[src/logic/spi_port_pkg.sv]
// Shared constants and types for the serial peripheral port
package spi_port_pkg;
    localparam int unsigned CLK_PERIOD_NS      = 20;
    localparam int unsigned CHAR_BITS          = 8;
    // Least slave-mode serial clock period, in system clock periods
    localparam int unsigned SLAVE_MIN_SCK_CLKS = 8;
    localparam int unsigned SLAVE_MIN_SCK_NS   = SLAVE_MIN_SCK_CLKS * CLK_PERIOD_NS;
    localparam int unsigned BAUD_W             = 16;

    localparam logic [7:0] OFS_CTRL    = 8'h00;
    localparam logic [7:0] OFS_STATUS  = 8'h04;
    localparam logic [7:0] OFS_DATA    = 8'h08;
    localparam logic [7:0] OFS_BAUD_HI = 8'h0c;
    localparam logic [7:0] OFS_BAUD_LO = 8'h10;

    localparam int unsigned CTRL_EN_BIT     = 0;
    localparam int unsigned CTRL_MASTER_BIT = 1;
    localparam int unsigned CTRL_POL_BIT    = 2;
    localparam int unsigned ST_BUSY_BIT     = 0;
    localparam int unsigned ST_RXFULL_BIT   = 1;
    localparam int unsigned ST_TXRDY_BIT    = 2;

    localparam logic [7:0] BAUD_HI_RST = 8'hff;
    localparam logic [7:0] BAUD_LO_RST = 8'hff;

    typedef enum logic [1:0] {
        XF_IDLE  = 2'b01,
        XF_SHIFT = 2'b10
    } xfer_state_t;
endpackage

[src/logic/brg_if.sv]
// Link between the port core and its baud rate generator
`timescale 1ns/1ps
interface brg_if;
    logic [15:0] baud_reload_value;
    logic        run;
    logic        tick;
    modport gen  (input baud_reload_value, input run, output tick);
    modport user (output baud_reload_value, output run, input tick);
endinterface

[src/logic/baud_gen.sv]
// Baud rate generator: one tick every reload-value system clocks
`timescale 1ns/1ps
module baud_gen (
    input  wire logic clock_i,
    input  wire logic rst_n_i,
    brg_if.gen        bus
);
    typedef struct packed {
        logic [15:0] cnt;
        logic        tick;
    } bg_state_t;

    bg_state_t r;
    bg_state_t n;

    // Reload of zero behaves as one
    always_comb begin
        n      = r;
        n.tick = 1'b0;
        if (!bus.run) begin
            n.cnt = bus.baud_reload_value;
        end else if (r.cnt <= 16'h0001) begin
            n.cnt  = bus.baud_reload_value;
            n.tick = 1'b1;
        end else begin
            n.cnt = r.cnt - 16'h0001;
        end
    end

    always_ff @(posedge clock_i or negedge rst_n_i) begin
        if (!rst_n_i) begin
            r <= '0;
        end else begin
            r <= n;
        end
    end

    assign bus.tick = r.tick;

    property p_tick_spacing;
        @(posedge clock_i) disable iff (!rst_n_i)
        (bus.run && r.tick && bus.baud_reload_value == 16'h0003 &&
         $stable(bus.baud_reload_value)) ##1 bus.run [*2]
            |-> !r.tick && !$past(r.tick) ##1 r.tick;
    endproperty
    a_tick_spacing: assert property (p_tick_spacing) else $error("baud tick spacing wrong");
endmodule

[src/logic/spi_port.sv]
// Serial peripheral port, master or slave, with an APB register file
//
// Functional notes
// - Eight-bit shift registers form one ring
// - One buffer; load refused while busy/unread
// - Data-in line input as master, output slave
// - Most significant bit travels first
// - Unselected slave floats its data output
// - Disabled port floats both data pins
// - Data-out line output as master, input slave
// - Master clock from baud generator, driven out
// - Slave shifts on the master's clock
// - Slave ignores clock unless selected
// - Phase zero format, polarity picks waveform
// - Sixteen-bit reload from high, low bytes
//
// The register addresses and the APB interface to the registers were decided locally.
`timescale 1ns/1ps
module spi_port #(
    parameter int unsigned DATA_W = spi_port_pkg::CHAR_BITS
) (
    input  wire logic        clock_i,
    input  wire logic        rst_n_i,
    input  wire logic [7:0]  paddr_i,
    input  wire logic        psel_i,
    input  wire logic        penable_i,
    input  wire logic        pwrite_i,
    input  wire logic [31:0] pwdata_i,
    output logic      [31:0] prdata_o,
    output logic             pready_o,
    output logic             pslverr_o,
    input  wire logic        sck_i,
    output logic             sck_o,
    output logic             sck_oe_o,
    input  wire logic        mosi_i,
    output logic             mosi_o,
    output logic             mosi_oe_o,
    input  wire logic        miso_i,
    output logic             miso_o,
    output logic             miso_oe_o,
    input  wire logic        ss_n_i
);
    localparam int unsigned CW = $clog2(2 * DATA_W) + 1;
    localparam logic [CW-1:0] LAST_HALF = CW'(2 * DATA_W - 1);
    localparam logic [CW-1:0] LAST_BIT  = CW'(DATA_W - 1);
    localparam logic [CW-1:0] CNT_ONE   = CW'(1);

    if (DATA_W < 2 || DATA_W > 16) begin : g_bad_width
        $error("DATA_W must lie between 2 and 16");
    end

    typedef struct packed {
        spi_port_pkg::xfer_state_t st;
        logic [DATA_W-1:0]         shreg;
        logic                      samp;
        logic [CW-1:0]             cnt;
        logic                      rx_full;
        logic                      en;
        logic                      master;
        logic                      sck_idle_polarity;
        logic [7:0]                baud_hi;
        logic [7:0]                baud_lo;
        logic                      sck;
        logic [1:0]                sck_sy;
        logic [1:0]                mosi_sy;
        logic [1:0]                miso_sy;
        logic [1:0]                ssn_sy;
        logic                      sck_d;
        logic [31:0]               prdata;
    } state_t;

    state_t r;
    state_t n;

    brg_if bif ();

    baud_gen u_baud (
        .clock_i (clock_i),
        .rst_n_i (rst_n_i),
        .bus     (bif.gen)
    );

    function automatic logic is_mapped(input logic [7:0] a);
        return a == spi_port_pkg::OFS_CTRL || a == spi_port_pkg::OFS_STATUS ||
               a == spi_port_pkg::OFS_DATA || a == spi_port_pkg::OFS_BAUD_HI ||
               a == spi_port_pkg::OFS_BAUD_LO;
    endfunction

    logic busy;
    logic selected;
    logic wr_ok;
    logic setup;
    logic acc;
    logic sck_chg;
    logic lead;
    logic trail;
    logic m_tick;

    assign busy     = r.st == spi_port_pkg::XF_SHIFT;
    assign selected = r.en && !r.master && !r.ssn_sy[1];
    assign wr_ok    = !busy && !r.rx_full;
    assign setup    = psel_i && !penable_i;
    assign acc      = psel_i && penable_i;
    assign sck_chg  = r.sck_sy[1] != r.sck_d;
    // Leading edge leaves the idle level, trailing edge returns to it
    assign lead     = sck_chg && r.sck_sy[1] != r.sck_idle_polarity;
    assign trail    = sck_chg && r.sck_sy[1] == r.sck_idle_polarity;
    assign m_tick   = r.en && r.master && busy && bif.tick;

    assign bif.baud_reload_value = {r.baud_hi, r.baud_lo};
    assign bif.run               = r.en && r.master && busy;

    always_comb begin
        n         = r;
        n.sck_sy  = {r.sck_sy[0], sck_i};
        n.mosi_sy = {r.mosi_sy[0], mosi_i};
        n.miso_sy = {r.miso_sy[0], miso_i};
        n.ssn_sy  = {r.ssn_sy[0], ss_n_i};
        n.sck_d   = r.sck_sy[1];

        // Read data prepared in the setup cycle, ready at the access edge
        if (setup && !pwrite_i) begin
            n.prdata = 32'h0000_0000;
            case (paddr_i)
                spi_port_pkg::OFS_CTRL: begin
                    n.prdata[spi_port_pkg::CTRL_EN_BIT]     = r.en;
                    n.prdata[spi_port_pkg::CTRL_MASTER_BIT] = r.master;
                    n.prdata[spi_port_pkg::CTRL_POL_BIT]    = r.sck_idle_polarity;
                end
                spi_port_pkg::OFS_STATUS: begin
                    n.prdata[spi_port_pkg::ST_BUSY_BIT]   = busy;
                    n.prdata[spi_port_pkg::ST_RXFULL_BIT] = r.rx_full;
                    n.prdata[spi_port_pkg::ST_TXRDY_BIT]  = wr_ok;
                end
                spi_port_pkg::OFS_DATA:    n.prdata[DATA_W-1:0] = r.shreg;
                spi_port_pkg::OFS_BAUD_HI: n.prdata[7:0] = r.baud_hi;
                spi_port_pkg::OFS_BAUD_LO: n.prdata[7:0] = r.baud_lo;
                default:                   n.prdata = 32'h0000_0000;
            endcase
        end

        if (acc && pwrite_i) begin
            case (paddr_i)
                spi_port_pkg::OFS_CTRL: begin
                    n.en                = pwdata_i[spi_port_pkg::CTRL_EN_BIT];
                    n.master            = pwdata_i[spi_port_pkg::CTRL_MASTER_BIT];
                    n.sck_idle_polarity = pwdata_i[spi_port_pkg::CTRL_POL_BIT];
                end
                spi_port_pkg::OFS_DATA: begin
                    // Single buffer: no load over a live or unread byte
                    if (wr_ok) begin
                        n.shreg = pwdata_i[DATA_W-1:0];
                        n.cnt   = '0;
                        if (r.en && r.master) begin
                            n.st = spi_port_pkg::XF_SHIFT;
                        end
                    end
                end
                spi_port_pkg::OFS_BAUD_HI: n.baud_hi = pwdata_i[7:0];
                spi_port_pkg::OFS_BAUD_LO: n.baud_lo = pwdata_i[7:0];
                default: ;
            endcase
        end else if (acc && paddr_i == spi_port_pkg::OFS_DATA) begin
            n.rx_full = 1'b0;
        end

        // Master: even half periods sample, odd ones shift
        if (m_tick) begin
            n.sck = !r.sck;
            n.cnt = r.cnt + CNT_ONE;
            if (!r.cnt[0]) begin
                n.samp = r.miso_sy[1];
            end else begin
                n.shreg = {r.shreg[DATA_W-2:0], r.samp};
            end
            if (r.cnt == LAST_HALF) begin
                n.st      = spi_port_pkg::XF_IDLE;
                n.cnt     = '0;
                n.rx_full = 1'b1;
            end
        end

        // Slave: synchronised clock edges, only while selected
        if (selected) begin
            if (lead) begin
                n.samp = r.mosi_sy[1];
                n.st   = spi_port_pkg::XF_SHIFT;
            end else if (trail && busy) begin
                n.shreg = {r.shreg[DATA_W-2:0], r.samp};
                n.cnt   = r.cnt + CNT_ONE;
                if (r.cnt == LAST_BIT) begin
                    n.st      = spi_port_pkg::XF_IDLE;
                    n.cnt     = '0;
                    n.rx_full = 1'b1;
                end
            end
        end else if (!r.master) begin
            // Deselect mid-byte drops the partial byte
            n.st  = spi_port_pkg::XF_IDLE;
            n.cnt = '0;
        end

        if (!n.en || n.master != r.master) begin
            n.st  = spi_port_pkg::XF_IDLE;
            n.cnt = '0;
        end
        if (n.st == spi_port_pkg::XF_IDLE) begin
            n.sck = n.sck_idle_polarity;
        end
    end

    always_ff @(posedge clock_i or negedge rst_n_i) begin
        if (!rst_n_i) begin
            r         <= '0;
            r.st      <= spi_port_pkg::XF_IDLE;
            r.baud_hi <= spi_port_pkg::BAUD_HI_RST;
            r.baud_lo <= spi_port_pkg::BAUD_LO_RST;
            r.ssn_sy  <= 2'b11;
        end else begin
            r <= n;
        end
    end

    assign prdata_o  = r.prdata;
    assign pready_o  = 1'b1;
    assign pslverr_o = acc && (!is_mapped(paddr_i) ||
                       (pwrite_i && paddr_i == spi_port_pkg::OFS_DATA && !wr_ok));
    assign sck_o     = r.sck;
    assign sck_oe_o  = r.en && r.master;
    assign mosi_o    = r.shreg[DATA_W-1];
    assign mosi_oe_o = r.en && r.master;
    assign miso_o    = r.shreg[DATA_W-1];
    // Select is seen two clocks late; the slow slave clock covers it
    assign miso_oe_o = selected;

    property p_miso_dir;
        @(posedge clock_i) disable iff (!rst_n_i)
        r.master |-> !miso_oe_o;
    endproperty
    a_miso_dir: assert property (p_miso_dir) else $error("data-in driven as master");

    property p_miso_unsel;
        @(posedge clock_i) disable iff (!rst_n_i)
        (r.en && !r.master && $past(ss_n_i, 3) && $past(ss_n_i, 2)) |-> !miso_oe_o;
    endproperty
    a_miso_unsel: assert property (p_miso_unsel) else $error("unselected slave drives");

    property p_off_float;
        @(posedge clock_i) disable iff (!rst_n_i)
        !r.en |-> !miso_oe_o && !mosi_oe_o && !sck_oe_o;
    endproperty
    a_off_float: assert property (p_off_float) else $error("disabled port drives pins");

    property p_mosi_dir;
        @(posedge clock_i) disable iff (!rst_n_i)
        (r.en && !r.master) |-> !mosi_oe_o;
    endproperty
    a_mosi_dir: assert property (p_mosi_dir) else $error("data-out driven as slave");

    property p_sck_follows_tick;
        @(posedge clock_i) disable iff (!rst_n_i)
        (m_tick && r.cnt != LAST_HALF &&
         !(acc && pwrite_i && paddr_i == spi_port_pkg::OFS_CTRL))
            |=> sck_o != $past(sck_o) && sck_oe_o;
    endproperty
    a_sck_follows_tick: assert property (p_sck_follows_tick) else $error("clock stuck");

    property p_slave_no_clock_out;
        @(posedge clock_i) disable iff (!rst_n_i)
        !r.master |-> !sck_oe_o;
    endproperty
    a_slave_no_clock_out: assert property (p_slave_no_clock_out) else $error("clock out");

    property p_slave_ignore;
        @(posedge clock_i) disable iff (!rst_n_i)
        (r.en && !r.master && r.ssn_sy[1] && !(acc && pwrite_i)) |=> $stable(r.shreg) && !busy;
    endproperty
    a_slave_ignore: assert property (p_slave_ignore) else $error("idle slave shifted");

    property p_refuse;
        @(posedge clock_i) disable iff (!rst_n_i)
        (acc && pwrite_i && paddr_i == spi_port_pkg::OFS_DATA && busy && !m_tick && !trail)
            |-> pslverr_o ##1 $stable(r.shreg);
    endproperty
    a_refuse: assert property (p_refuse) else $error("load accepted while busy");

    property p_idle_level;
        @(posedge clock_i) disable iff (!rst_n_i)
        (r.st == spi_port_pkg::XF_IDLE && $stable(r.sck_idle_polarity))
            |-> sck_o == r.sck_idle_polarity;
    endproperty
    a_idle_level: assert property (p_idle_level) else $error("clock not idle at polarity");

    property p_master_done;
        @(posedge clock_i) disable iff (!rst_n_i)
        (m_tick && r.cnt == LAST_HALF && !(acc && paddr_i == spi_port_pkg::OFS_CTRL))
            |=> !busy && r.rx_full && sck_o == r.sck_idle_polarity;
    endproperty
    a_master_done: assert property (p_master_done) else $error("transfer not ended");

    property p_msb_next;
        @(posedge clock_i) disable iff (!rst_n_i)
        (m_tick && r.cnt[0]) |=> mosi_o == $past(r.shreg[DATA_W-2]);
    endproperty
    a_msb_next: assert property (p_msb_next) else $error("bit order wrong");
endmodule

[config.mk]
export PLATFORM = sky130hd
export DESIGN_NAME = spi_port
export DESIGN_NICKNAME = d
export VERILOG_FILES = /design/src/logic/spi_port_pkg.sv /design/src/logic/brg_if.sv /design/src/logic/baud_gen.sv /design/src/logic/spi_port.sv
export SDC_FILE = /design/constraint.sdc
export NUM_CORES = 1
export LEC_CHECK = 0
export ABC_AREA = 1
export BUFFER_PORTS_ARGS = -buffer_cell sky130_fd_sc_hd__buf_2
export CORE_MARGIN = 2
export CORE_UTILIZATION = 55
export CTS_BUF_LIST = sky130_fd_sc_hd__clkbuf_16
export CTS_CLUSTER_SIZE = 40
export DETAILED_ROUTE_END_ITERATION = 8
export GPL_ROUTABILITY_DRIVEN = 1
export GPL_TIMING_DRIVEN = 1
export HOLD_SLACK_MARGIN = 0.1
export PLACE_DENSITY_LB_ADDON = 0.3
export SYNTH_ARGS = -nofsm -noshare
export SYNTH_HDL_FRONTEND = slang
export SYNTH_HIERARCHICAL = 1
export SYNTH_SLANG_ARGS = --single-unit
[constraint.sdc]
create_clock -name clock_i -period 2.05 [get_ports clock_i]
set_clock_uncertainty 0.05 [all_clocks]
set_input_delay 0.41 -clock clock_i [delete_from_list [all_inputs] [get_ports clock_i]]
set_output_delay 0.41 -clock clock_i [all_outputs]
set_load 0.02 [all_outputs]
==> impl_metrics.env, run 1 <==
export IMPL_synth_distinct_cells=42
export IMPL_ys_ff_latch=71
export IMPL_synth_area_per_cell_um2=7.90
export IMPL_insertion_delay_ns=0.33
export IMPL_slowest_stage="dfstp_2"
export IMPL_setup_viol=0
export IMPL_clock_path_buffers=2
export IMPL_avgRoutedWirePerCell_um=13.4
export IMPL_fp_row_count=32
export IMPL_clock_sinks=71
export IMPL_fin_tns_setup_ns=0
export IMPL_synth_top_family_by_area="simple AND/OR/NAND/NOR gates"
export IMPL_start_kind="register"
export IMPL_cp_arrival_ns=1.51
export IMPL_ant_nets=0
export IMPL_floorplan_die_area_um2=8550
export IMPL_critPathKind="register to output port"
export IMPL_hold_violations=0
export IMPL_holdCritPathClass="primary input to register"
export IMPL_routed_wl_um=9240
export IMPL_path_depth=6
export IMPL_drt_iter0_drc=161
export IMPL_end_kind="output port"
export IMPL_crit_fanout=2
export IMPL_irDropWorstVdd_v=0.000416
export IMPL_drtPass1Iterations=5
export IMPL_io_buffers=39
export IMPL_syn_to_final_growth_pct=11.3
export IMPL_synth_xor_area_share_pct=2.24
export IMPL_synthCells=545
export IMPL_cp_top_family="flip-flops"
export IMPL_period_needed_ns=1.97
export IMPL_grt_use_total_pct=23.1
export IMPL_rsz0062_at_grt="no"
export IMPL_final_cell_mix="nand2_1 (144), inv_1 (65), nor2_1 (54)"
export IMPL_finalCritPeriodShare_pct=96.3
export IMPL_core_area_um2=7650
export IMPL_synth_mux_area_share_pct=0.233
export IMPL_h_tree_depth=3
export IMPL_r2r_cells=10
export IMPL_antenna_found_initial=0
export IMPL_p_leak_nw=2.59
export IMPL_seq_area_frac_synth_pct=41.8
export IMPL_die_h_um=92.5
export IMPL_place_hpwl_um=6820
export IMPL_drive_gt1_share_pct=21.6
export IMPL_synth_compound_area_share_pct=9.74
export IMPL_grt_met1_usage_pct=28.2
export IMPL_grt_pass1_wl_um=15500
export IMPL_fp_dieW_um=92.5
export IMPL_met3_usage_pct=5.37
export IMPL_p_per_area_nw_per_um2=747
export IMPL_place_congestion=0.927
export IMPL_viasPerCell=5.06
export IMPL_grtUsageMet2_pct=39.1
export IMPL_hold_depth=1
export IMPL_top_usage_layer="met2"
export IMPL_grt_overflow=0
export IMPL_whs_ns=0.130
export IMPL_num_vias=3488
export IMPL_cts_tree="yes"
export IMPL_fin_nets=637
export IMPL_cp_cell_sequence="nor2_4 > nor2_1 > inv_1 > nand3_1 > a21oi_1 > buf_2"
export IMPL_io_pins=89
export IMPL_clk_pin_slew_ns=0.05
export IMPL_synthesis_area_um2=4300
export IMPL_layout_commonest_cell="nand2_1"
export IMPL_critPathBufInv=2
export IMPL_max_stage_delay_ns=0.55
export IMPL_stdcell_count=690
export IMPL_diodes=0
export IMPL_grt_pass1_vias=3338
export IMPL_yosys_warnings=6
export IMPL_status="completed"
export IMPL_dp_cells=673
export IMPL_fillCellCount=675
export IMPL_yosys_area_share_simple_pct=30.4
export IMPL_fmax_mhz=507
export IMPL_initial_core_util_pct=56.3
export IMPL_cts_buffers=9
export IMPL_grt_max_degree=55
export IMPL_drv_cap=0
export IMPL_required_ns=1.59
export IMPL_drc_errors=0
export IMPL_drv_slew=0
export IMPL_synth_adder_area_share_pct=1.45
export IMPL_cts_root_buf="clkbuf_16"
-- layer usage --
layer / share of wire, % / wire [um] / vias to the layer above
met5: 0 / 0 / -
met1: 42 / 3910 / 1641
met2: 50 / 4640 / 102
met4: 2.6 / 240 / 0
li1: - / - / 1727
met3: 4.8 / 446 / 18
-- kinds of logic (layout without fill, tap and decap cells) --
group,Yosys count,in the layout
simple gates,271,271
buf+inv,112,132
compound gates,72,72
flops,71,71
xor+xnor,11,11
fa+ha+maj,5,5
other cells,2,25
mux,1,1
-- synthesized netlist by cell type (all sizes together) --
master / count / share of area (%)
o22ai: 2 / 0.29
dfrtp: 52 / 30
or2: 1 / 0.15
nand3b: 3 / 0.52
clkinv: 1 / 0.12
nor4: 1 / 0.49
o211ai: 1 / 0.17
a211oi: 1 / 0.17
nand4: 5 / 0.73
conb: 2 / 0.17
nand3: 32 / 4.2
nor3: 5 / 0.84
xor2: 5 / 1.0
inv: 67 / 5.8
nor3b: 1 / 0.29
a21oi: 21 / 2.5
mux2i: 1 / 0.23
nor2: 67 / 8.1
o31ai: 1 / 0.17
o21ai: 45 / 6.2
xnor2: 6 / 1.2
a41oi: 1 / 0.20
clkbuf: 2 / 0.17
dfstp: 19 / 12
ha: 5 / 1.5
nand2: 156 / 15
buf: 42 / 7.8
-- where the power goes --
part,switching [mW],leakage [nW],internal (mW)
Clock,0.590,0.163,1.18
Combinational,0.239,1.57,0.103
Sequential,0.0220,0.853,1.44
-- flip-flops by register name (all words and copies together), names as in the netlist --
signal	count
bif.baud_reload_value	16
miso_o	1
n	5
prdata_o	8
r	23
sck_o	1
u_baud/bus.tick	1
u_baud/r	16
-- final cells by class --
type	count	area (um^2)	area share, %
clock inverter	7	114	2.38
sequential	71	1800	37.6
timing repair buffer	48	278	5.80
clock buffer	9	225	4.70
inverter	68	256	5.35
tap	102	128	2.66
multi-input combinational	385	1990	41.5
-- metrics by stage --
stage | setup WS, ns | power [mW] | utilization, % | instance area, um^2
after floorplan | 0.242 | 1.76 | - | 4390
after CTS | 0.0563 | 3.60 | 62.7 | 4790
after detailed placement | 0.120 | 1.83 | 58.1 | 4440
after global routing | 0.0103 | 3.72 | 62.7 | 4790
final | 0.0758 | 3.58 | 62.7 | 4790
after global placement | 0.146 | 1.82 | 58.1 | 4440
-- final timing paths --
| path | from | to | slack [ns] |
|---|---|---|---|
| hold reg to reg | n[36] | r[36] | 0.29 |
| setup reg to reg | r[62] | sck_o | 0.21 |
| setup / recovery | r[76] | pslverr_o | 0.08 |
| min in group asynchronous | rst_n_i | r[74] | 0.50 |
| hold / removal | ss_n_i | n[34] | 0.13 |
| max in group asynchronous | rst_n_i | r[76] | 0.77 |
-- what timing repair did --
item | CTS | global route
endpoints found under the setup margin | 0 | 0
resized for setup | 0 | 0
endpoints found under the hold margin | 10 | 0
setup buffers | 0 | 0
hold buffers | 1 | 0
Power figures use the tool's default switching activity.
==> inputs of run 2 (changes only) <==
RECOVER_POWER = 50   (was not set)
==> impl_metrics.env, run 2 (synthesis gave the netlist of run 1 again) <==
export IMPL_num_vias=3467
export IMPL_fp_row_count=32
export IMPL_irDropWorstVdd_v=0.000418
export IMPL_avgRoutedWirePerCell_um=13.4
export IMPL_fin_nets=637
export IMPL_required_ns=1.59
export IMPL_cp_arrival_ns=1.52
export IMPL_insertion_delay_ns=0.33
export IMPL_final_cell_mix="nand2_1 (147), inv_1 (65), nor2_1 (54)"
export IMPL_cp_cell_sequence="nor2_4 > nor2_1 > inv_1 > nand3_1 > a21oi_1 > buf_2"
export IMPL_routed_wl_um=9250
export IMPL_clock_path_buffers=2
export IMPL_maxSlewHeadroom_pct=30.5
export IMPL_final_area_um2=4720
export IMPL_regMostFlops="r"
export IMPL_drive_gt1_share_pct=18.7
export IMPL_slowest_stage="dfstp_2"
export IMPL_grt_max_degree=55
export IMPL_ant_nets=0
export IMPL_largest_register_ffs=23
export IMPL_post_route_util_pct=61.8
export IMPL_rr_startpoint="r[62]"
export IMPL_cts_buffers=9
export IMPL_fillCellCount=686
export IMPL_cp_top_family="flip-flops"
export IMPL_io_pins=89
export IMPL_period_needed_ns=1.98
export IMPL_r2r_slack_ns=0.19
export IMPL_clock_sinks=71
export IMPL_clk_pin_slew_ns=0.05
export IMPL_drc_errors=0
export IMPL_h_tree_depth=3
export IMPL_grt_pass1_wl_um=15500
export IMPL_initial_core_util_pct=56.3
export IMPL_critPathKind="register to output port"
export IMPL_drt_iter0_drc=137
export IMPL_status="completed"
export IMPL_core_area_um2=7650
export IMPL_io_buffers=39
export IMPL_cts_resized=0
export IMPL_antenna_found_initial=0
export IMPL_p_per_area_nw_per_um2=755
export IMPL_holdCritStartpoint="ss_n_i"
export IMPL_finalCritPeriodShare_pct=96.6
export IMPL_holdCritPathClass="primary input to register"
export IMPL_grt_use_total_pct=23.1
export IMPL_r2r_cells=10
export IMPL_place_congestion=0.927
export IMPL_p_leak_nw=2.49
export IMPL_critPathBufInv=2
export IMPL_start_kind="register"
export IMPL_cts_tree="yes"
export IMPL_worstReg2RegEnd="sck_o"
export IMPL_fin_tns_setup_ns=0
export IMPL_placed_area_um2=4440
export IMPL_max_stage_delay_ns=0.55
export IMPL_hold_depth=1
export IMPL_floorplan_die_area_um2=8550
export IMPL_rsz0062_at_grt="no"
export IMPL_worstMarginPinSlew_ns=1.04
export IMPL_crit_fanout=2
export IMPL_drv_cap=0
export IMPL_diodes=0
export IMPL_die_h_um=92.5
export IMPL_hold_violations=0
export IMPL_place_hpwl_um=6820
export IMPL_fmax_mhz=505
export IMPL_layout_commonest_cell="nand2_1"
export IMPL_drv_slew=0
export IMPL_post_cts_buffers=0
export IMPL_fp_dieW_um=92.5
export IMPL_end_kind="output port"
export IMPL_postCtsHoldBufs=1
export IMPL_cts_root_buf="clkbuf_16"
export IMPL_setup_viol=0
export IMPL_grt_pass1_vias=3338
export IMPL_drtPass1Iterations=4
export IMPL_grt_overflow=0
export IMPL_hold_end="n[34]"
export IMPL_viasPerCell=5.02
export IMPL_syn_to_final_growth_pct=9.74
run 2: cell types whose count changed in the layout (fill, tap and decap cells not counted), sizes merged:
cell	change
clkbuf	+10
buf	-10
run 2: report_power, final:
part	switching, mW	internal (mW)
logic	0.234	0.0986
registers	0.0225	1.44
clock network	0.587	1.18
total	0.844	2.72
run 2: worst max path at each step:
stage,start,endpoint,slack [ns],depth (start not counted)
floorplan,paddr_i[7],pslverr_o,0.24,5
global placement,paddr_i[1],pslverr_o,0.15,8
finish,r[76],pslverr_o,0.07,6
detailed placement,paddr_i[1],pslverr_o,0.12,8
global route,r[76],pslverr_o,0.01,6
CTS,r[76],pslverr_o,0.06,6
run 2: routing by layer:
metal / up-vias / GRT usage (%) / part of all wire, %
met5: - / 0 / 0
met4: 0 / 10.4 / 2.9
met3: 21 / 5.37 / 4.3
met2: 87 / 39.1 / 50
met1: 1629 / 28.2 / 43
li1: 1730 / - / -
run 2: final cells by class:
| type | count | area (um^2) | share of cell area, % |
|---|---|---|---|
| multi-input cells | 385 | 1940 | 41.0 |
| flip-flops and latches | 71 | 1800 | 38.1 |
| repair buffers | 48 | 263 | 5.56 |
| inverters | 68 | 256 | 5.43 |
| clock buffers | 9 | 225 | 4.77 |
| well taps | 102 | 128 | 2.70 |
| clock inverters | 7 | 114 | 2.41 |
run 2: through the flow:
stage | setup WS, ns | hold WS [ns] | instances | power [mW]
after detailed placement | 0.120 | 0.286 | 673 | 1.83
final | 0.0695 | 0.130 | 690 | 3.57
after global placement | 0.146 | 0.283 | 673 | 1.82
after floorplan | 0.242 | 0.0644 | 568 | 1.76
after global routing | 0.0103 | 0.118 | 690 | 3.71
after CTS | 0.0563 | 0.122 | 690 | 3.60
==> inputs of run 3 (changes only) <==
PLACE_DENSITY = 0.81   (was not set)
PLACE_DENSITY_LB_ADDON = not set   (was 0.3)
==> impl_metrics.env, run 3 (synthesis gave the netlist of run 1 again) <==
export IMPL_place_congestion=0.941
export IMPL_layout_setup_ws_ns=0.126
export IMPL_die_h_um=92.5
export IMPL_drv_slew=0
export IMPL_num_vias=3539
export IMPL_crit_fanout=2
export IMPL_grt_pass1_vias=3359
export IMPL_cts_buffers=9
export IMPL_grt_overflow=0
export IMPL_total_power_mw=3.59
export IMPL_p_leak_nw=2.59
export IMPL_clock_sinks=71
export IMPL_holdCritStartpoint="ss_n_i"
export IMPL_final_area_um2=4790
export IMPL_initial_core_util_pct=56.3
export IMPL_diodes=0
export IMPL_dp_cells=673
export IMPL_hold_end="n[34]"
export IMPL_routed_wl_um=9220
export IMPL_dp_slack_ns=0.124
export IMPL_floorplan_die_area_um2=8550
export IMPL_fin_nets=637
export IMPL_stdcell_count=690
export IMPL_drt_iter0_drc=238
export IMPL_whs_ns=0.126
export IMPL_cts_tree="yes"
export IMPL_period_needed_ns=1.92
export IMPL_setup_viol=0
export IMPL_post_route_util_pct=62.7
export IMPL_p_per_area_nw_per_um2=749
export IMPL_hold_violations=0
export IMPL_post_cts_buffers=0
export IMPL_drive_gt1_share_pct=22.1
export IMPL_required_ns=1.59
export IMPL_rr_startpoint="u_baud/r[1]"
export IMPL_startpoint="r[76]"
export IMPL_hold_depth=1
export IMPL_clk_pin_slew_ns=0.05
export IMPL_worstReg2RegEnd="u_baud/r[16]"
export IMPL_holdCritPathClass="primary input to register"
export IMPL_maxSlewHeadroom_pct=36.5
export IMPL_core_area_um2=7650
export IMPL_finalCritPeriodShare_pct=93.8
export IMPL_cp_cell_sequence="nor2_4 > nor2_2 > inv_1 > nand3_1 > a21oi_1 > buf_2"
export IMPL_fp_dieW_um=92.5
export IMPL_avgRoutedWirePerCell_um=13.4
export IMPL_cts_root_buf="clkbuf_16"
export IMPL_critPathKind="register to output port"
export IMPL_h_tree_depth=3
export IMPL_placed_area_um2=4440
export IMPL_ant_nets=0
export IMPL_io_pins=89
export IMPL_end_kind="output port"
export IMPL_rsz0062_at_grt="no"
export IMPL_slowest_stage="dfstp_2"
export IMPL_grt_max_degree=72
export IMPL_drtPass1Iterations=5
export IMPL_max_stage_delay_ns=0.55
export IMPL_r2r_cells=9
export IMPL_insertion_delay_ns=0.33
export IMPL_drc_errors=0
export IMPL_cp_arrival_ns=1.46
export IMPL_worstMarginPinSlew_ns=0.953
export IMPL_fillCellCount=662
export IMPL_grt_use_total_pct=22.8
export IMPL_grt_pass1_wl_um=15500
export IMPL_fp_row_count=32
export IMPL_layout_commonest_cell="nand2_1"
export IMPL_fmax_mhz=520
export IMPL_irDropWorstVdd_v=0.000528
export IMPL_start_kind="register"
export IMPL_largest_register_ffs=23
export IMPL_drv_cap=0
export IMPL_status="completed"
export IMPL_syn_to_final_growth_pct=11.4
export IMPL_regMostFlops="r"
export IMPL_clock_path_buffers=2
export IMPL_final_cell_mix="nand2_1 (144), inv_1 (64), nor2_1 (53)"
export IMPL_place_hpwl_um=6710
export IMPL_r2r_slack_ns=0.24
export IMPL_io_buffers=39
export IMPL_fin_tns_setup_ns=0
export IMPL_antenna_found_initial=0
export IMPL_viasPerCell=5.13
-- run 3: critical path, delay by kind of cell, from the launching register on --
kind / cells / cell delay, ns
AOI/OAI and AO/OA: 1 / 0.06
buffers and inverters: 2 / 0.25
and+or+nand+nor: 3 / 0.27
DFF: 1 / 0.55
-- run 3: report_power, final --
part | switching, mW | leakage (nW) | total, mW | internal, mW
Clock | 0.594 | 0.170 | 1.79 | 1.19
Sequential | 0.0218 | 0.853 | 1.46 | 1.44
Combinational | 0.242 | 1.57 | 0.342 | 0.100
-- run 3: per-layer routing --
| metal | track usage, % | part of all wire (%) | vias up | wire [um] |
|---|---|---|---|---|
| met3 | 5.78 | 5.4 | 18 | 497 |
| met2 | 39.1 | 51 | 109 | 4690 |
| met5 | 0 | 0 | - | 0 |
| li1 | - | - | 1741 | - |
| met4 | 7.59 | 1.9 | 0 | 171 |
| met1 | 28.1 | 42 | 1671 | 3870 |
-- run 3: area by class of cell --
| cell class | instances | area (um^2) | area share (%) |
|---|---|---|---|
| multi-input cells | 385 | 2000 | 41.7 |
| flip-flops and latches | 71 | 1800 | 37.6 |
| repair buffers | 48 | 265 | 5.53 |
| inverters | 68 | 256 | 5.35 |
| clock buffers | 9 | 225 | 4.70 |
| well taps | 102 | 128 | 2.66 |
| clock inverters | 7 | 121 | 2.53 |
-- run 3: worst max-delay path by stage --
stage / slack, ns / endpoint / cells after the start
6_report: 0.13 / pslverr_o / 6
3_5_place_dp: 0.12 / pslverr_o / 8
4_1_cts: 0.01 / pslverr_o / 8
2_1_floorplan: 0.24 / pslverr_o / 5
3_3_place_gp: 0.15 / pslverr_o / 8
5_1_grt: 0.02 / pslverr_o / 8
-- run 3: timing repair --
item | CTS | global route
endpoints found under the setup margin | 0 | 1
hold buffers | 1 | 0
resized for setup | 0 | 2
endpoints found under the hold margin | 52 | 0
